**src/rtl/tlic_cfg.svh**
```systemverilog
// Constants of the two-level interrupt controller: offsets, fields, vectors, response codes
// What this block does
// Priority mode vectors high requests to 0008h and low requests to 0018h.
// An enabled high request preempts a running low-level handler.
// Every source has its own flag, enable and priority select bit.
// Priority mode enable resets cleared, so compatibility mode is the start.
// Without priority mode, priority selects affect neither masking nor vector.
// Compatibility: peripheral sources need both peripheral and global enable.
// Compatibility: global enable passes core sources; cleared, it blocks all.
// Compatibility: every accepted interrupt vectors to 0008h.
// Setting the priority mode bit in the reset control register starts priority mode.
// Priority mode reads the two global bits as high and low level enables.
// Priority mode: high enable passes every source selected high.
// Priority mode: low sources need both level enables set.
// Flag, enable and applicable global enable all set vector at once.
// Clearing one source enable stops only that source from vectoring.
// Core acknowledge clears the applicable global enable.
// Return from handler sets the applicable global enable again.
// Flags set on every event regardless of any enable.
// Priority mode: cleared high enable blocks every source, low ones too.
// High and low pending together: high vector is presented first.
// Core samples request and vector only at instruction boundaries.
`ifndef TLIC_CFG_SVH
`define TLIC_CFG_SVH
`define TLIC_ADDR_CTRL 8'h00
`define TLIC_ADDR_RESET_CTRL 8'h04
`define TLIC_ADDR_FLAG 8'h08
`define TLIC_ADDR_ENABLE 8'h0C
`define TLIC_ADDR_PRIO 8'h10
`define TLIC_ADDR_PERIPH 8'h14
`define TLIC_ADDR_STATUS 8'h18
`define TLIC_ADDR_EVSET 8'h1C
`define TLIC_BIT_GLOBAL_EN 7
`define TLIC_BIT_PERIPH_EN 6
`define TLIC_BIT_PME 7
`define TLIC_VEC_HIGH 16'h0008
`define TLIC_VEC_LOW 16'h0018
`define TLIC_VEC_NONE 16'h0000
`define TLIC_RESP_OKAY 2'h0
`define TLIC_RESP_SLVERR 2'h2
`endif

```
**src/rtl/tlic_pkg.sv**
```systemverilog
// Types of the two-level interrupt controller
package tlic_pkg;
  typedef enum logic [1:0] {
    TLIC_LVL_NONE = 2'b00,
    TLIC_LVL_LOW = 2'b01,
    TLIC_LVL_HIGH = 2'b10
  } tlic_level_type;
  typedef struct packed {
    logic request;
    logic high;
    logic [15:0] vector;
  } tlic_core_req_type;
endpackage

```
**src/rtl/tlic_src_bank.sv**
```systemverilog
// Per-source bit storage: flag, enable, priority and peripheral class for each source
`timescale 1ns/1ps
`include "tlic_cfg.svh"
module tlic_src_bank #(
  parameter int N = 8
) (
  // Clock and reset
  input wire logic aclk,
  input wire logic aresetn,
  // Events from sources
  input wire logic [N-1:0] event_in,
  // Software write port
  input wire logic wr_flag,
  input wire logic wr_enable,
  input wire logic wr_prio,
  input wire logic wr_periph,
  input wire logic [N-1:0] wdata,
  // Stored bits
  output logic [N-1:0] flag_reg,
  output logic [N-1:0] enable_reg,
  output logic [N-1:0] prio_reg,
  output logic [N-1:0] periph_reg
);
  genvar i;
  generate
    for (i = 0; i < N; i = i + 1)
    begin : g_src
      // Event wins over a software clear in the same cycle
      always_ff @(posedge aclk)
      begin
        if (!aresetn)
          flag_reg[i] <= 1'b0;
        else if (event_in[i])
          flag_reg[i] <= 1'b1;
        else if (wr_flag)
          flag_reg[i] <= wdata[i];
      end
      always_ff @(posedge aclk)
      begin
        if (!aresetn)
          enable_reg[i] <= 1'b0;
        else if (wr_enable)
          enable_reg[i] <= wdata[i];
      end
      // Priority selects reset high, matching the usual power-on default
      always_ff @(posedge aclk)
      begin
        if (!aresetn)
          prio_reg[i] <= 1'b1;
        else if (wr_prio)
          prio_reg[i] <= wdata[i];
      end
      always_ff @(posedge aclk)
      begin
        if (!aresetn)
          periph_reg[i] <= 1'b0;
        else if (wr_periph)
          periph_reg[i] <= wdata[i];
      end
    end
  endgenerate
endmodule

```
**src/rtl/tlic_top.sv**
```systemverilog
// Two-level interrupt controller top: AXI4-Lite slave, masking, vector select, core handshake
`timescale 1ns/1ps
`include "tlic_cfg.svh"
module tlic_top #(
  parameter int N = 8
) (
  // Clock and reset
  input wire logic aclk,
  input wire logic aresetn,
  // AXI4-Lite write address
  input wire logic [7:0] s_axi_awaddr,
  input wire logic s_axi_awvalid,
  output logic s_axi_awready,
  // AXI4-Lite write data
  input wire logic [31:0] s_axi_wdata,
  input wire logic [3:0] s_axi_wstrb,
  input wire logic s_axi_wvalid,
  output logic s_axi_wready,
  // AXI4-Lite write response
  output logic [1:0] s_axi_bresp,
  output logic s_axi_bvalid,
  input wire logic s_axi_bready,
  // AXI4-Lite read address
  input wire logic [7:0] s_axi_araddr,
  input wire logic s_axi_arvalid,
  output logic s_axi_arready,
  // AXI4-Lite read data
  output logic [31:0] s_axi_rdata,
  output logic [1:0] s_axi_rresp,
  output logic s_axi_rvalid,
  input wire logic s_axi_rready,
  // Source events, one-cycle pulses or levels
  input wire logic [N-1:0] event_in,
  // Core side
  input wire logic core_ack,
  input wire logic core_return,
  output tlic_pkg::tlic_core_req_type core_req_reg
);
  logic [N-1:0] flag_reg;
  logic [N-1:0] enable_reg;
  logic [N-1:0] prio_reg;
  logic [N-1:0] periph_reg;
  logic global_irq_enable_reg;
  logic peripheral_irq_enable_reg;
  logic pme_reg;
  tlic_pkg::tlic_level_type active_reg;
  tlic_pkg::tlic_level_type active_next;
  logic [7:0] awaddr_reg;
  logic aw_held_reg;
  logic [31:0] wdata_reg;
  logic [3:0] wstrb_reg;
  logic w_held_reg;
  logic wr_go;
  logic rd_go;
  logic [31:0] rd_value;
  logic rd_hit;
  logic wr_hit;
  logic [N-1:0] live;
  logic [N-1:0] pass;
  logic want_high;
  logic want_low;
  logic [N-1:0] bank_wdata;
  logic [N-1:0] evset;

  // Decode used by both channels
  function automatic logic addr_known(input logic [7:0] a);
    if (a == `TLIC_ADDR_CTRL)
      addr_known = 1'b1;
    else if (a == `TLIC_ADDR_RESET_CTRL)
      addr_known = 1'b1;
    else if (a == `TLIC_ADDR_FLAG || a == `TLIC_ADDR_ENABLE)
      addr_known = 1'b1;
    else if (a == `TLIC_ADDR_PRIO || a == `TLIC_ADDR_PERIPH)
      addr_known = 1'b1;
    else if (a == `TLIC_ADDR_STATUS || a == `TLIC_ADDR_EVSET)
      addr_known = 1'b1;
    else
      addr_known = 1'b0;
  endfunction

  // ----------------------------------------------------------------
  // AXI4-Lite write path
  // ----------------------------------------------------------------
  // Address and data latch independently; one write at a time
  assign wr_go = aw_held_reg && w_held_reg && !s_axi_bvalid;
  assign wr_hit = addr_known(awaddr_reg);

  always_ff @(posedge aclk)
  begin
    if (!aresetn)
    begin
      aw_held_reg <= 1'b0;
      awaddr_reg <= 8'h00;
      s_axi_awready <= 1'b0;
    end
    else if (wr_go)
    begin
      aw_held_reg <= 1'b0;
      s_axi_awready <= 1'b0;
    end
    else if (s_axi_awvalid && s_axi_awready)
    begin
      aw_held_reg <= 1'b1;
      awaddr_reg <= s_axi_awaddr;
      s_axi_awready <= 1'b0;
    end
    else
      s_axi_awready <= !aw_held_reg && !s_axi_bvalid;
  end

  always_ff @(posedge aclk)
  begin
    if (!aresetn)
    begin
      w_held_reg <= 1'b0;
      wdata_reg <= 32'h00000000;
      wstrb_reg <= 4'h0;
      s_axi_wready <= 1'b0;
    end
    else if (wr_go)
    begin
      w_held_reg <= 1'b0;
      s_axi_wready <= 1'b0;
    end
    else if (s_axi_wvalid && s_axi_wready)
    begin
      w_held_reg <= 1'b1;
      wdata_reg <= s_axi_wdata;
      wstrb_reg <= s_axi_wstrb;
      s_axi_wready <= 1'b0;
    end
    else
      s_axi_wready <= !w_held_reg && !s_axi_bvalid;
  end

  always_ff @(posedge aclk)
  begin
    if (!aresetn)
    begin
      s_axi_bvalid <= 1'b0;
      s_axi_bresp <= `TLIC_RESP_OKAY;
    end
    else if (wr_go)
    begin
      s_axi_bvalid <= 1'b1;
      s_axi_bresp <= wr_hit ? `TLIC_RESP_OKAY : `TLIC_RESP_SLVERR;
    end
    else if (s_axi_bready)
      s_axi_bvalid <= 1'b0;
  end

  // Only byte lane 0 carries register bits
  function automatic logic lane_write(input logic [7:0] a, input logic [7:0] target);
    lane_write = wr_go && wstrb_reg[0] && (a == target);
  endfunction

  assign bank_wdata = wdata_reg[N-1:0];
  assign evset = lane_write(awaddr_reg, `TLIC_ADDR_EVSET) ? bank_wdata : {N{1'b0}};

  tlic_src_bank #(
    .N(N)
  ) u_bank (
    .aclk(aclk),
    .aresetn(aresetn),
    .event_in(event_in | evset),
    .wr_flag(lane_write(awaddr_reg, `TLIC_ADDR_FLAG)),
    .wr_enable(lane_write(awaddr_reg, `TLIC_ADDR_ENABLE)),
    .wr_prio(lane_write(awaddr_reg, `TLIC_ADDR_PRIO)),
    .wr_periph(lane_write(awaddr_reg, `TLIC_ADDR_PERIPH)),
    .wdata(bank_wdata),
    .flag_reg(flag_reg),
    .enable_reg(enable_reg),
    .prio_reg(prio_reg),
    .periph_reg(periph_reg)
  );

  // ----------------------------------------------------------------
  // Mode and global enables
  // ----------------------------------------------------------------
  always_ff @(posedge aclk)
  begin
    if (!aresetn)
      pme_reg <= 1'b0;
    else if (lane_write(awaddr_reg, `TLIC_ADDR_RESET_CTRL))
      pme_reg <= wdata_reg[`TLIC_BIT_PME];
  end

  // Acknowledge clears the level taken; return re-enables the level left.
  // Hardware events win over a software write in the same cycle.
  always_ff @(posedge aclk)
  begin
    if (!aresetn)
      global_irq_enable_reg <= 1'b0;
    else if (core_ack && (!pme_reg || core_req_reg.high))
      global_irq_enable_reg <= 1'b0;
    else if (core_return && (!pme_reg || active_reg == tlic_pkg::TLIC_LVL_HIGH))
      global_irq_enable_reg <= 1'b1;
    else if (lane_write(awaddr_reg, `TLIC_ADDR_CTRL))
      global_irq_enable_reg <= wdata_reg[`TLIC_BIT_GLOBAL_EN];
  end

  always_ff @(posedge aclk)
  begin
    if (!aresetn)
      peripheral_irq_enable_reg <= 1'b0;
    else if (core_ack && pme_reg && !core_req_reg.high)
      peripheral_irq_enable_reg <= 1'b0;
    else if (core_return && pme_reg && active_reg == tlic_pkg::TLIC_LVL_LOW)
      peripheral_irq_enable_reg <= 1'b1;
    else if (lane_write(awaddr_reg, `TLIC_ADDR_CTRL))
      peripheral_irq_enable_reg <= wdata_reg[`TLIC_BIT_PERIPH_EN];
  end

  // Tracks which handler level runs so a return restores the right enable.
  // Nesting deeper than high-over-low is not remembered: returning from
  // the high handler assumes the low handler resumes when the low enable is clear.
  always_comb
  begin
    active_next = active_reg;
    if (core_ack)
      active_next = core_req_reg.high ? tlic_pkg::TLIC_LVL_HIGH : tlic_pkg::TLIC_LVL_LOW;
    else if (core_return)
    begin
      if (active_reg == tlic_pkg::TLIC_LVL_HIGH && pme_reg && !peripheral_irq_enable_reg)
        active_next = tlic_pkg::TLIC_LVL_LOW;
      else
        active_next = tlic_pkg::TLIC_LVL_NONE;
    end
  end

  always_ff @(posedge aclk)
  begin
    if (!aresetn)
      active_reg <= tlic_pkg::TLIC_LVL_NONE;
    else
      active_reg <= active_next;
  end

  // ----------------------------------------------------------------
  // Masking and vector selection
  // ----------------------------------------------------------------
  assign live = flag_reg & enable_reg;

  always_comb
  begin
    pass = {N{1'b0}};
    want_high = 1'b0;
    want_low = 1'b0;
    if (pme_reg)
    begin
      // High level needs only the high enable; low needs both
      want_high = global_irq_enable_reg && |(live & prio_reg);
      want_low = global_irq_enable_reg && peripheral_irq_enable_reg
        && |(live & ~prio_reg);
    end
    else
    begin
      // Priority selects ignored here
      pass = live & ~periph_reg & {N{global_irq_enable_reg}};
      pass = pass | (live & periph_reg
        & {N{global_irq_enable_reg && peripheral_irq_enable_reg}});
      want_low = |pass;
    end
  end

  // Request is registered; the core samples it at instruction boundaries
  always_ff @(posedge aclk)
  begin
    if (!aresetn)
    begin
      core_req_reg.request <= 1'b0;
      core_req_reg.high <= 1'b0;
      core_req_reg.vector <= `TLIC_VEC_NONE;
    end
    else if (core_ack)
    begin
      // Drop for one cycle so the cleared enable takes effect first
      core_req_reg.request <= 1'b0;
      core_req_reg.high <= 1'b0;
      core_req_reg.vector <= `TLIC_VEC_NONE;
    end
    else if (want_high)
    begin
      core_req_reg.request <= 1'b1;
      core_req_reg.high <= 1'b1;
      core_req_reg.vector <= `TLIC_VEC_HIGH;
    end
    else if (want_low)
    begin
      core_req_reg.request <= 1'b1;
      core_req_reg.high <= 1'b0;
      core_req_reg.vector <= pme_reg ? `TLIC_VEC_LOW : `TLIC_VEC_HIGH;
    end
    else
    begin
      core_req_reg.request <= 1'b0;
      core_req_reg.high <= 1'b0;
      core_req_reg.vector <= `TLIC_VEC_NONE;
    end
  end

  // ----------------------------------------------------------------
  // AXI4-Lite read path
  // ----------------------------------------------------------------
  assign rd_go = s_axi_arvalid && s_axi_arready;
  assign rd_hit = addr_known(s_axi_araddr);

  always_comb
  begin
    rd_value = 32'h00000000;
    if (s_axi_araddr == `TLIC_ADDR_CTRL)
    begin
      rd_value[`TLIC_BIT_GLOBAL_EN] = global_irq_enable_reg;
      rd_value[`TLIC_BIT_PERIPH_EN] = peripheral_irq_enable_reg;
    end
    else if (s_axi_araddr == `TLIC_ADDR_RESET_CTRL)
      rd_value[`TLIC_BIT_PME] = pme_reg;
    else if (s_axi_araddr == `TLIC_ADDR_FLAG)
      rd_value[N-1:0] = flag_reg;
    else if (s_axi_araddr == `TLIC_ADDR_ENABLE)
      rd_value[N-1:0] = enable_reg;
    else if (s_axi_araddr == `TLIC_ADDR_PRIO)
      rd_value[N-1:0] = prio_reg;
    else if (s_axi_araddr == `TLIC_ADDR_PERIPH)
      rd_value[N-1:0] = periph_reg;
    else if (s_axi_araddr == `TLIC_ADDR_STATUS)
    begin
      rd_value[1:0] = active_reg;
      rd_value[2] = core_req_reg.request;
      rd_value[3] = core_req_reg.high;
    end
  end

  always_ff @(posedge aclk)
  begin
    if (!aresetn)
    begin
      s_axi_arready <= 1'b0;
      s_axi_rvalid <= 1'b0;
      s_axi_rdata <= 32'h00000000;
      s_axi_rresp <= `TLIC_RESP_OKAY;
    end
    else if (rd_go)
    begin
      s_axi_arready <= 1'b0;
      s_axi_rvalid <= 1'b1;
      s_axi_rdata <= rd_value;
      s_axi_rresp <= rd_hit ? `TLIC_RESP_OKAY : `TLIC_RESP_SLVERR;
    end
    else if (s_axi_rvalid)
    begin
      if (s_axi_rready)
        s_axi_rvalid <= 1'b0;
    end
    else
      s_axi_arready <= 1'b1;
  end
endmodule

```
**config.mk**
```make
export PLATFORM = sky130hd
export DESIGN_NAME = tlic_top
export DESIGN_NICKNAME = d
export VERILOG_FILES = /design/src/rtl/tlic_pkg.sv /design/src/rtl/tlic_src_bank.sv /design/src/rtl/tlic_top.sv
export VERILOG_INCLUDE_DIRS = /design/src /design/src/rtl
export SDC_FILE = /design/constraint.sdc
export NUM_CORES = 1
export LEC_CHECK = 0
export BUFFER_PORTS_ARGS = -buffer_cell sky130_fd_sc_hd__buf_4
export CELL_PAD_IN_SITES_DETAIL_PLACEMENT = 1
export CELL_PAD_IN_SITES_GLOBAL_PLACEMENT = 1
export CORE_UTILIZATION = 39
export CTS_CLUSTER_SIZE = 30
export DETAILED_ROUTE_END_ITERATION = 16
export PLACE_DENSITY = 0.95
export SLEW_MARGIN = 20
export SYNTH_ARGS = -nofsm -noshare
export SYNTH_HDL_FRONTEND = slang
export SYNTH_SLANG_ARGS = --single-unit
```
**constraint.sdc**
```tcl
create_clock -name aclk -period 4.6 [get_ports aclk]
set_clock_uncertainty 0.2 [all_clocks]
set_input_delay 0.92 -clock aclk [delete_from_list [all_inputs] [get_ports aclk]]
set_output_delay 0.92 -clock aclk [all_outputs]
set_load 0.03 [all_outputs]
```
; Word-level counts from Yosys, hierarchy flattened
; Cells that the tools add are included.
[op_classes]
n_shift = 0
n_div = 0
n_reduce_logical = 67
addsub = 0
magnitude_cmp = 0
bitwise_logic = 14
multipliers = 0
eq_ne = 16
n_mux = 57
[ops]
columns = operator, count
row1 = $eq 8x5->1 const B, 8
row2 = $and 8x8->8, 7
row3 = $mux 1, 39
row4 = $mux 18, 2
row5 = $eq 8x4->1 const B, 4
row6 = $mux 8, 4
row7 = $logic_and 1x1->1, 26
row8 = $reduce_bool 2->1, 12
row9 = $reduce_or 8->1, 3
row10 = $eq 8x3->1 const B, 2
row11 = $logic_not 8->1, 2
row12 = $not 8->8, 2
row13 = $or 8x8->8, 2
row14 = $mux 2, 6
row15 = $mux 4, 3
row16 = $reduce_or 2->1, 5
row17 = $logic_or 1x1->1, 8
row18 = $mux 7, 1
row19 = $logic_not 1->1, 6
row20 = $mux 6, 1
row21 = $reduce_or 3->1, 2
row22 = $mux 5, 1
row23 = $reduce_and 2->1, 2
row24 = $reduce_or 4->1, 1
row25 = other kinds (3), 5
[totals]
latchBits = 0
n_memories = 0
register_bits = 91
word_cells = 207
mem_bits_ro = 0
in_bits = 69
output_inout_bits = 59
ramBits = 0

; Longest topological paths before layout
; Gate-level depths: netlist of the first run.
[depth]
depth_word = 8
mapped_depth = 6
ltp_nobuf = 5

; Modules after synthesis
; From an unflattened synthesis of the first run, not the netlist that was laid out.
[unflattened]
hier_cells = 424
hier_area_um2 = 3774.9
[by_module_without_submodules]
columns = mod, area_per_inst_um2, cells_each, seq_area_each_um2, n_inst
row1 = tlic_top, 2546.2, 321, 840.8, 1
row2 = tlic_src_bank, 1228.7, 103, 640.6, 1

; Worst setup path before layout of the first run
; Ideal clock, no wire load.
[synth_timing]
kind = input -> register
startpoint = input port s_axi_araddr[6]
endpoint = register s_axi_rdata[0]
arrival_ns = 2.241
stages = 5
n_path_buf = 1
slack_ns = 2.034
t_required_ns = 4.275
path_cell_list = or4_1 -> or4_1 -> clkbuf_1 -> nor2_1 -> o31ai_1
[synth_via]
elab_chain_len = 8
elab_cells_between_ends = 14
cone_classes = 6 x eq/ne / 7 x mux / 1 x reduce/logical
[synth_lines]
columns = element, line
row1 = start: declaration, tlic_top.sv:24  ; input wire logic [7:0] s_axi_araddr,
row2 = $eq 8x5->1 (no source line), n/a
row3 = $mux 4, tlic_top.sv:326  ; else if (s_axi_araddr == `TLIC_ADDR_STATUS)
row4 = $mux 4, tlic_top.sv:324  ; else if (s_axi_araddr == `TLIC_ADDR_PERIPH)
row5 = $mux 8, tlic_top.sv:322  ; else if (s_axi_araddr == `TLIC_ADDR_PRIO)
row6 = $mux 8, tlic_top.sv:320  ; else if (s_axi_araddr == `TLIC_ADDR_ENABLE)
row7 = $mux 8, tlic_top.sv:318  ; else if (s_axi_araddr == `TLIC_ADDR_FLAG)
row8 = $mux 7, tlic_top.sv:316  ; else if (s_axi_araddr == `TLIC_ADDR_RESET_CTRL)
row9 = $mux 6 *, tlic_top.sv:311  ; if (s_axi_araddr == `TLIC_ADDR_CTRL)
row10 = end signal: assignment, tlic_top.sv:347  ; s_axi_rdata <= rd_value;
row11 = end: declaration, tlic_top.sv:28  ; output logic [31:0] s_axi_rdata,
; Every way passes the cells marked *; elsewhere a longest branch is shown, timed or not.
; A chain may end at the register's enable or synchronous reset.

; Worst setup path in the final report of the first run
[layout_timing]
startpoint = input port s_axi_araddr[6]
endpoint = register s_axi_rdata[5]
[layout_via]
elab_chain_len = 7
elab_cells_between_ends = 12
cone_classes = 5 x eq/ne / 6 x mux / 1 x reduce/logical
[layout_lines]
columns = element, line
row1 = $eq 8x5->1 (no source line), n/a
row2 = $mux 4, tlic_top.sv:324
row3 = $mux 8, tlic_top.sv:322
row4 = $mux 8, tlic_top.sv:320
row5 = $mux 8, tlic_top.sv:318
row6 = $mux 7, tlic_top.sv:316
row7 = $mux 6 *, tlic_top.sv:311
; Marks and branches as above.

==> load_flow_metrics.sql, run 1 <==
INSERT INTO impl_metrics (metric_group, metric, value, unit) VALUES
('floorplan', 'io_pins', '128', ''),
('drt', 'post-route-drc-count', '0', ''),
('clock_tree', 'post_cts_buffers', '0', ''),
('power', 'pwr_density_cell', '316.1', 'nW/um2'),
('global_route', 'grt.total_usage', '20.17', '%'),
('power', 'power.ir.vdd_worst', '0.0001925', 'V'),
('global_route', 'grt_remaining_overflow', '0', ''),
('synth', 'sequential_to_total_area_share_from_yosys_stat', '39.37', '%'),
('final_layout', 'drive_gt1_share', '16.70', '%'),
('timing', 'worst_pin_slew', '0.5486', 'ns'),
('clock_tree', 'gates_resized_cts_repair', '0', ''),
('synth', 'ys_seq_elements', '74', ''),
('synth', 'netlist_top_cells_area', 'dfxtp_1, mux2i_1, buf_4, nand2_1, nor2b_1', ''),
('drt', 'ant_nets', '0', ''),
('final_layout', 'finalInstanceArea', '4330', 'um2'),
('global_route', 'grt_start_max_net_pins', '67', ''),
('final_layout', 'nNetsFinal', '555', ''),
('timing', 'fin_tns_setup', '0', 'ns'),
('placement', 'final_gp_congestion', '0.8486', ''),
('power', 'share_of_power_burned_in_registers', '50.0', '%'),
('clock_tree', 'cts_tree', 'yes', ''),
('power', 'netSwitchingFraction', '28.62', '%'),
('timing', 'finalHoldViolations', '0', ''),
('worst_setup_path', 'start_kind', 'input pin', ''),
('synth', 'syn-mean-instance-area', '8.590', 'um2'),
('synth', 'synth_enable_flop_cells', '0', ''),
('power', 'power.internal', '977.1', 'uW'),
('clock_tree', 'cts_stage_hold_buffer_count', '0', ''),
('worst_hold_path', 'min-delay-path-class', 'register to register', ''),
('power', 'clockPowerShare', '37.6', '%'),
('synth', 'synth.lib_cells_used.distinct', '47', ''),
('power', 'static-leakage-power', '0.001852', 'uW'),
('clock_tree', 'clock-sinks', '74', ''),
('final_layout', 'synthToLayoutAreaGrowth', '15.10', '%'),
('floorplan', 'fp.dieArea', '10040', 'um2'),
('synth', 'synth_async_sr_flop_share', '0', '%'),
('final_layout', 'area.sequential', '1481', 'um2'),
('synth', 'synth_warn', '0', ''),
('synth', 'top_cells_by_count_synth', 'dfxtp_1, nand2_1, mux2i_1, buf_4, nor2b_1', ''),
('timing', 'minimum_clock_period_after_layout', '2.430', 'ns'),
('placement', 'detailed_placer_s_ending_hpwl', '7.288', 'mm'),
('synth', 'yosys_most_used_dff', 'dfxtp_1', ''),
('floorplan', 'core_area', '9284', 'um2'),
('clock_tree', 'worst_setup_hold_path_clk_slew', '0.08', 'ns'),
('timing', 'final-max-slew-violation-count', '0', ''),
('drt', 'drt_wl_total', '9.655', 'mm'),
('power', 'combinational_power_share', '12.4', '%'),
('timing', 'rsz0062_at_grt', 'no', ''),
('floorplan', 'die_width', '100.2', 'um'),
('synth', 'synthesis.area', '3762', 'um2'),
('worst_setup_path', 'worstSetupEndpointType', 'register', ''),
('drt', 'vias_per_cell', '5.068', ''),
('worst_setup_path', 'critPathRequiredTime', '4.64', 'ns'),
('power', 'netSwitchingPower', '391.7', 'uW'),
('worst_setup_path', 'crit_fanout', '7', ''),
('clock_tree', 'cts_root_buf', 'clkbuf_8', ''),
('worst_setup_path', 'timing_worst_setup_path_type', 'input pin to register', ''),
('drt', 'drt_pass1_iterations', '4', ''),
('timing', 'slew-limit-headroom', '63.43', '%'),
('global_route', 'antenna_found_initial', '0', ''),
('placement', 'placement.cell_area', '4130', 'um2'),
('clock_tree', 'cts_inserted_buffers', '9', ''),
('drt', 'detailroute.via_count', '3142', ''),
('worst_setup_path', 'worst-endpoint-arrival', '2.47', 'ns'),
('timing', 'final_worst_path_cycle_share', '52.82', '%'),
('final_layout', 'antenna_cells_inserted', '0', ''),
('outcome', 'run_status', 'finished, final reports clean', ''),
('final_layout', 'multi_input_comb_area', '2011', 'um2'),
('global_route', 'first_pass_grt_wire_length', '15.77', 'mm'),
('final_layout', 'num-fill-cells', '1144', ''),
('job', 'maxCapViolCount', '0', '');
[path summary, 6_finish.rpt]
check	from	endpoint	slack, ns	cells after the start
worst max register to register	s_axi_bvalid	u_bank.prio_reg[4]	2.21	5
worst min-delay path	s_axi_rdata[4]	s_axi_rdata[4]	0.26	2
worst min register to register	s_axi_rdata[4]	s_axi_rdata[4]	0.26	2
worst max-delay path	s_axi_araddr[6]	s_axi_rdata[5]	2.17	5
[power by group through the flow]
stage | registers [uW] | clock network (uW) | logic, uW
6_report | 685 | 515 | 170
5_1_grt | 688 | 553 | 183
4_1_cts | 684 | 528 | 170
3_5_place_dp | 699 | 0 | 169
3_3_place_gp | 697 | 0 | 164
2_1_floorplan | 697 | 0 | 140
[stage by stage]
stage                     instances  power, uW  hold slack [ns]  setup WS [ns]  utilization [%]
after floorplan                 477      837.0           0.2446          2.034                -
after global placement          604      860.5           0.2502          1.848            44.49
after detailed placement        604      868.3           0.2487          1.817            44.49
after CTS                       620       1383           0.2662          2.176            46.64
after global routing            620       1424           0.2813          2.012            46.64
final                           620       1369           0.2630          2.170            46.64
[worst max-delay path, stage by stage]
cell and delay, ns:
buf_4 0.10, or4_1 0.58, or4_1 0.63, nor2_1 0.15
o31ai_1 0.08
[logic make-up after synthesis]
kind of cell | synth area share (%)
AOI/OAI and AO/OA | 13.14
xor gates and xnor gates | 0.2328
buffers and inverters | 11.07
DFF | 39.37
muxes | 11.44
other | 0.09967
and+or+nand+nor | 24.64
[placed cells by master, fill, tap and decap left out, types with 2 or more instances in the layout]
cell,count
mux2i_1,43
nor2_1,23
o22ai_1,9
nand2_1,61
nand3b_1,4
a21boi_0,20
or3_1,3
o31ai_1,6
clkinvlp_4,2
and3_1,4
dfxtp_1,74
clkbuf_8,9
o22a_1,2
nand3_1,11
and2_1,2
buf_4,60
nor3_1,5
a221oi_1,2
conb_1,40
a21oi_1,25
o21ai_0,4
inv_1,7
nand2b_1,7
inv_6,2
or4_1,4
nand4b_1,2
nor2b_1,35
nand4_1,3
[cell type report]
| type | instances | share of cell area, % |
|---|---|---|
| timing repair buffer | 60 | 10.40 |
| multi-input combinational | 334 | 46.43 |
| clock inverter | 7 | 1.762 |
| inverter | 7 | 0.6068 |
| tap | 129 | 3.727 |
| clock buffer | 9 | 2.860 |
| sequential | 74 | 34.21 |
[routing by layer]
metal  global-route usage, %  wire length [um]  share of wire [%]
met1                   24.56              4210                 44
met2                   35.19              4737                 49
met3                   3.900               523                5.4
met4                   7.469               184                1.9
met5                       0                 0                  0
Power figures use the tool's default switching activity.
==> run 2: changes to the inputs <==
--- a/config.mk
+++ b/config.mk
@@ -9,10 +9,10 @@
 export BUFFER_PORTS_ARGS = -buffer_cell sky130_fd_sc_hd__buf_4
 export CELL_PAD_IN_SITES_DETAIL_PLACEMENT = 1
 export CELL_PAD_IN_SITES_GLOBAL_PLACEMENT = 1
-export CORE_UTILIZATION = 39
+export CORE_UTILIZATION = 37
 export CTS_CLUSTER_SIZE = 30
 export DETAILED_ROUTE_END_ITERATION = 16
-export PLACE_DENSITY = 0.95
+export PLACE_DENSITY = 0.92
 export SLEW_MARGIN = 20
 export SYNTH_ARGS = -nofsm -noshare
 export SYNTH_HDL_FRONTEND = slang
==> constraint.sdc (replaced) <==
create_clock -name aclk -period 2.3 [get_ports aclk]
set_clock_uncertainty 0.2 [all_clocks]
set_input_delay 0.46 -clock aclk [delete_from_list [all_inputs] [get_ports aclk]]
set_output_delay 0.46 -clock aclk [all_outputs]
set_load 0.03 [all_outputs]
==> load_flow_metrics.sql, run 2 (same netlist as run 1, synthesis figures left out) <==
INSERT INTO impl_metrics (metric_group, metric, value, unit) VALUES
('timing', 'clock.fmax', '455.7', 'MHz'),
('drt', 'wirelength_met1', '4.609', 'mm'),
('clock_tree', 'post_cts_buffers', '0', ''),
('timing', 'finalHoldViolations', '0', ''),
('final_layout', 'antenna_cells_inserted', '0', ''),
('timing', 'final_worst_path_cycle_share', '95.42', '%'),
('drt', 'drt_wl_total', '9.767', 'mm'),
('worst_setup_path', 'worstSetupEndpointType', 'register', ''),
('worst_setup_path', 'r2r-start', 'awaddr_reg[5]', ''),
('final_layout', 'area.sequential', '1481', 'um2'),
('global_route', 'grt_pass1_vias', '3179', ''),
('clock_tree', 'cts_root_buf', 'clkbuf_8', ''),
('global_route', 'grt.total_usage', '19.74', '%'),
('power', 'netSwitchingPower', '735.8', 'uW'),
('drt', 'drt_pass1_iterations', '4', ''),
('power', 'clockPowerShare', '36.0', '%'),
('drt', 'vias_per_cell', '4.992', ''),
('timing', 'setup_viol_count_final', '0', ''),
('final_layout', 'nNetsFinal', '560', ''),
('timing', 'final-max-slew-violation-count', '0', ''),
('timing', 'final.hold.worst_slack', '0.1666', 'ns'),
('power', 'power.ir.vdd_worst', '0.0002416', 'V'),
('floorplan', 'die_width', '102.8', 'um'),
('worst_setup_path', 'worstSetupStartpoint', 'awaddr_reg[5]', ''),
('outcome', 'run_status', 'finished, final reports clean', ''),
('placement', 'final_gp_congestion', '0.8717', ''),
('power', 'static-leakage-power', '0.001865', 'uW'),
('final_layout', 'drive_gt1_share', '16.80', '%'),
('worst_setup_path', 'critPathRequiredTime', '2.33', 'ns'),
('drt', 'routed-wl-met3', '365', 'um'),
('final_layout', 'synthToLayoutAreaGrowth', '15.53', '%'),
('floorplan', 'fp.dieArea', '10580', 'um2'),
('floorplan', 'initial_utilization', '38.32', '%'),
('power', 'power.internal', '1938', 'uW'),
('final_layout', 'layout.cells.most_common', 'dfxtp_1', ''),
('drt', 'detailroute.via_count', '3130', ''),
('worst_setup_path', 'crit_fanout', '4', ''),
('worst_hold_path', 'timing.hold.worst.start', 's_axi_wdata[6]', ''),
('drt', 'post-route-drc-count', '0', ''),
('placement', 'post-place-cells', '613', ''),
('placement', 'buffer_ports.inserted', '60', ''),
('drt', 'highest-signal-layer', 'met4', ''),
('placement', 'detailed_placer_s_ending_hpwl', '7.662', 'mm'),
('clock_tree', 'gates_resized_cts_repair', '0', ''),
('clock_tree', 'clk-insertion-delay-late', '0.35', 'ns'),
('worst_setup_path', 'worst-endpoint-arrival', '2.23', 'ns'),
('clock_tree', 'htree_num_levels', '3', ''),
('global_route', 'grt_remaining_overflow', '0', ''),
('clock_tree', 'cts_inserted_buffers', '9', ''),
('power', 'pwr_density_cell', '615.1', 'nW/um2'),
('final_layout', 'multi_input_comb_area', '2011', 'um2'),
('drt', 'ant_nets', '0', ''),
('global_route', 'antenna_found_initial', '0', ''),
('floorplan', 'io_pins', '128', ''),
('final_layout', 'mostFrequentLayoutCells', 'dfxtp_1, buf_4, nand2_1, mux2i_1, conb_1', ''),
('global_route', 'first_pass_grt_wire_length', '15.77', 'mm'),
('timing', 'minimum_clock_period_after_layout', '2.195', 'ns'),
('floorplan', 'dieHeight', '102.8', 'um'),
('global_route', 'grt_start_max_net_pins', '40', ''),
('clock_tree', 'worst_setup_hold_path_clk_slew', '0.08', 'ns'),
('floorplan', 'core_area', '9819', 'um2'),
('power', 'share_of_power_burned_in_registers', '51.2', '%'),
('clock_tree', 'clock-sinks', '74', ''),
('clock_tree', 'cts_tree', 'yes', ''),
('floorplan', 'placementRows', '36', ''),
('drt', 'first_iter_violations', '87', ''),
('power', 'netSwitchingFraction', '27.52', '%'),
('clock_tree', 'cts_stage_hold_buffer_count', '0', ''),
('final_layout', 'num-fill-cells', '1207', ''),
('drt', 'wire_per_inst', '15.58', 'um'),
('job', 'maxCapViolCount', '0', ''),
('worst_setup_path', 'timing_worst_setup_path_type', 'register to register', ''),
('worst_setup_path', 'start_kind', 'register', ''),
('drt', 'route.met2.wl', '4.581', 'mm'),
('worst_hold_path', 'min-delay-path-class', 'input pin to register', ''),
('final_layout', 'stdcell_count', '627', ''),
('clock_tree', 'max-clock-path-buffers', '2', ''),
('timing', 'rsz0062_at_grt', 'no', ''),
('power', 'combinational_power_share', '12.8', '%');
[run 2: changes by cell type in the layout (fill, tap and decap cells not counted)]
cell and change:
buf_4 +5, clkbuf_1 +2, inv_6 -2, clkinv_4 -1, clkinvlp_4 -1
[run 2: critical path, stage by stage, from the launching register on]
cell,delay (ns)
dfxtp_1,0.34
or4_1,0.53
or3_4,0.36
nor4_4,0.25
mux2i_1,0.30
a21oi_1,0.10
[run 2: metal layers]
| metal | up-vias | global-route usage, % |
|---|---|---|
| li1 | 1532 | - |
| met1 | 1480 | 24.50 |
| met2 | 97 | 34.05 |
| met3 | 21 | 3.119 |
| met4 | 0 | 8.234 |
| met5 | - | 0 |
[run 2: final timing paths]
path                           end  slack, ns  cells past startpoint
max reg2reg  global_irq_enable_reg       0.11                      5
min reg2reg         s_axi_rdata[1]       0.27                      2
min                   wdata_reg[6]       0.17                      3
max          global_irq_enable_reg       0.11                      5
[run 2: per-stage QoR]
step	util [%]	area [um2]	setup WS, ns	power (uW)	TNS, ns
floorplan	-	3909	0.1939	1674	0
global placement	42.49	4173	0.03176	1725	0
detailed placement	42.49	4173	-0.006517	1741	-0.008400
CTS	44.27	4347	0.1083	2699	0
global route	44.27	4347	0.006993	2788	0
finish	44.27	4347	0.1054	2673	0
[run 2: layout make-up]
class / instances / area share (%)
tap: 133 / 3.828
inverter: 7 / 0.6045
clock inverter: 3 / 0.9787
sequential: 74 / 34.08
multi-input combinational: 334 / 46.26
timing repair buffer: 65 / 11.23
clock buffer: 11 / 3.022
[run 2: power groups by stage]
stage	Combinational [uW]	Clock [uW]	Sequential, uW
6_report	342	961	1370
5_1_grt	373	1040	1380
4_1_cts	344	986	1370
3_5_place_dp	343	0	1400
3_3_place_gp	331	0	1390
2_1_floorplan	279	0	1390
==> run 3: changes to the inputs <==
--- a/config.mk
+++ b/config.mk
@@ -9,10 +9,10 @@
 export BUFFER_PORTS_ARGS = -buffer_cell sky130_fd_sc_hd__buf_4
 export CELL_PAD_IN_SITES_DETAIL_PLACEMENT = 1
 export CELL_PAD_IN_SITES_GLOBAL_PLACEMENT = 1
-export CORE_UTILIZATION = 37
+export CORE_UTILIZATION = 39
 export CTS_CLUSTER_SIZE = 30
 export DETAILED_ROUTE_END_ITERATION = 16
-export PLACE_DENSITY = 0.92
+export PLACE_DENSITY = 0.95
 export SLEW_MARGIN = 20
 export SYNTH_ARGS = -nofsm -noshare
 export SYNTH_HDL_FRONTEND = slang
==> constraint.sdc (replaced) <==
create_clock -name aclk -period 2.7 [get_ports aclk]
set_clock_uncertainty 0.2 [all_clocks]
set_input_delay 0.54 -clock aclk [delete_from_list [all_inputs] [get_ports aclk]]
set_output_delay 0.54 -clock aclk [all_outputs]
set_load 0.03 [all_outputs]
==> load_flow_metrics.sql, run 3 (same netlist as run 1, synthesis figures left out) <==
INSERT INTO impl_metrics (metric_group, metric, value, unit) VALUES
('drt', 'drt_pass1_iterations', '4', ''),
('power', 'power.ir.vdd_worst', '0.0003286', 'V'),
('timing', 'clock.fmax', '417.5', 'MHz'),
('final_layout', 'stdcell_count', '622', ''),
('worst_setup_path', 'worst-endpoint-arrival', '2.45', 'ns'),
('drt', 'post-route-drc-count', '0', ''),
('timing', 'final_worst_path_cycle_share', '88.71', '%'),
('placement', 'buffer_ports.inserted', '60', ''),
('job', 'maxCapViolCount', '0', ''),
('clock_tree', 'cts_inserted_buffers', '9', ''),
('clock_tree', 'gates_resized_cts_repair', '0', ''),
('floorplan', 'fp.dieArea', '10040', 'um2'),
('worst_setup_path', 'critPathRequiredTime', '2.75', 'ns'),
('drt', 'ant_nets', '0', ''),
('worst_hold_path', 'min-delay-path-class', 'input pin to register', ''),
('worst_setup_path', 'slowest_delay', '0.62', 'ns'),
('worst_setup_path', 'critical_path.slowest_cell', 'and4b_1', ''),
('final_layout', 'num-fill-cells', '1142', ''),
('clock_tree', 'max-clock-path-buffers', '2', ''),
('floorplan', 'core_area', '9284', 'um2'),
('worst_setup_path', 'start_kind', 'register', ''),
('drt', 'first_iter_violations', '153', ''),
('final_layout', 'nNetsFinal', '557', ''),
('worst_hold_path', 'worstHoldPathCells', '3', ''),
('clock_tree', 'cts_root_buf', 'clkbuf_8', ''),
('timing', 'finalHoldViolations', '0', ''),
('worst_hold_path', 'timing.hold.worst.start', 's_axi_wdata[0]', ''),
('worst_setup_path', 'worstSetupStartpoint', 'awaddr_reg[5]', ''),
('worst_setup_path', 'crit_fanout', '8', ''),
('timing', 'fin_tns_setup', '0', 'ns'),
('floorplan', 'dieHeight', '100.2', 'um'),
('global_route', 'grt_start_max_net_pins', '54', ''),
('timing', 'worst_pin_slew', '0.5611', 'ns'),
('final_layout', 'mostFrequentLayoutCells', 'dfxtp_1, buf_4, nand2_1, mux2i_1, conb_1', ''),
('clock_tree', 'htree_num_levels', '3', ''),
('power', 'static-leakage-power', '0.001867', 'uW'),
('clock_tree', 'clock-sinks', '74', ''),
('outcome', 'run_status', 'finished, final reports clean', ''),
('drt', 'drt_wl_total', '10.21', 'mm'),
('global_route', 'grt_remaining_overflow', '0', ''),
('timing', 'setup_viol_count_final', '0', ''),
('final_layout', 'layout.cells.most_common', 'dfxtp_1', ''),
('global_route', 'grt.total_usage', '20.99', '%'),
('worst_setup_path', 'timing.reg2reg.worst_path_depth', '5', ''),
('drt', 'wire_per_inst', '16.41', 'um'),
('floorplan', 'die_width', '100.2', 'um'),
('worst_setup_path', 'timing_worst_setup_path_type', 'register to register', ''),
('worst_setup_path', 'worstSetupEndpointType', 'register', ''),
('placement', 'final_gp_congestion', '0.8691', ''),
('clock_tree', 'cts_tree', 'yes', ''),
('clock_tree', 'post_cts_buffers', '0', ''),
('final_layout', 'antenna_cells_inserted', '0', ''),
('worst_hold_path', 'min_to', 'wdata_reg[0]', ''),
('global_route', 'grt_pass1_vias', '3198', ''),
('floorplan', 'placementRows', '35', ''),
('clock_tree', 'cts_stage_hold_buffer_count', '0', ''),
('final_layout', 'drive_gt1_share', '17.04', '%'),
('timing', 'minimum_clock_period_after_layout', '2.395', 'ns'),
('worst_setup_path', 'worst-r2r-setup-slack', '0.30', 'ns'),
('clock_tree', 'worst_setup_hold_path_clk_slew', '0.09', 'ns'),
('drt', 'vias_per_cell', '5.125', ''),
('power', 'pwr_density_cell', '547.0', 'nW/um2'),
('worst_setup_path', 'crit-reg2reg-capture', 'u_bank.prio_reg[1]', ''),
('clock_tree', 'clk-insertion-delay-late', '0.37', 'ns'),
('timing', 'slew-limit-headroom', '62.56', '%'),
('timing', 'rsz0062_at_grt', 'no', ''),
('global_route', 'antenna_found_initial', '0', ''),
('worst_setup_path', 'r2r-start', 'awaddr_reg[5]', ''),
('placement', 'detailed_placer_s_ending_hpwl', '7.490', 'mm'),
('floorplan', 'io_pins', '128', ''),
('timing', 'final-max-slew-violation-count', '0', ''),
('floorplan', 'initial_utilization', '40.53', '%'),
('global_route', 'first_pass_grt_wire_length', '16.13', 'mm'),
('placement', 'post-place-cells', '606', ''),
('worst_setup_path', 'path_cells', 'or3_1 -> nor3_1 -> and4b_1 -> mux2i_1 -> nand2_1', ''),
('final_layout', 'synthToLayoutAreaGrowth', '15.70', '%'),
('drt', 'detailroute.via_count', '3188', '');
-- run 3: layout make-up --
cell class	instances	area (um2)	share of cell area (%)
Clock buffer	9	123.9	2.846
Clock inverter	7	83.83	1.926
Inverter	7	26.28	0.6036
Multi-Input combinational cell	334	2011	46.19
Sequential cell	74	1481	34.03
Tap cell	129	161.4	3.708
Timing Repair Buffer	62	465.4	10.69
-- run 3: worst max-delay path by stage --
| stage | cells after the start | end |
|---|---|---|
| finish | 5 | u_bank.prio_reg[1] |
| global placement | 5 | s_axi_rdata[5] |
| detailed placement | 5 | s_axi_rdata[0] |
| global route | 5 | u_bank.prio_reg[1] |
| CTS | 5 | u_bank.prio_reg[1] |
| floorplan | 5 | s_axi_rdata[0] |
-- run 3: report_power, final --
group	leakage (uW)	switching, uW	total, uW	internal, uW
Sequential	0.000603	43.8	1170	1120
Clock	0.000102	476	918	443
Combinational	0.00116	185	294	109
-- run 3: metrics by stage --
stage	area [um2]	total power [uW]	worst slack (ns)	hold WS, ns	utilization [%]
2_1_floorplan	3909	1426	0.5139	0.2446	-
3_3_place_gp	4145	1468	0.3288	0.2490	44.65
3_5_place_dp	4145	1483	0.2380	0.2534	44.65
4_1_cts	4353	2399	0.3017	0.2214	46.89
5_1_grt	4353	2474	0.1659	0.2256	46.89
6_report	4353	2381	0.3049	0.2276	46.89
-- run 3: layer usage --
layer / track usage [%] / vias to the layer above / wire length (um)
li1: - / 1534 / -
met2: 38.15 / 94 / 5216
met5: 0 / - / 0
met3: 4.666 / 11 / 472
met4: 6.689 / 0 / 133
met1: 24.36 / 1549 / 4384
-- run 3: worst max-delay path: cells and delay by family, from the launching register on --
kind / cells / cell delay, ns
mux: 1 / 0.31
flops: 1 / 0.34
simple gates: 4 / 1.42
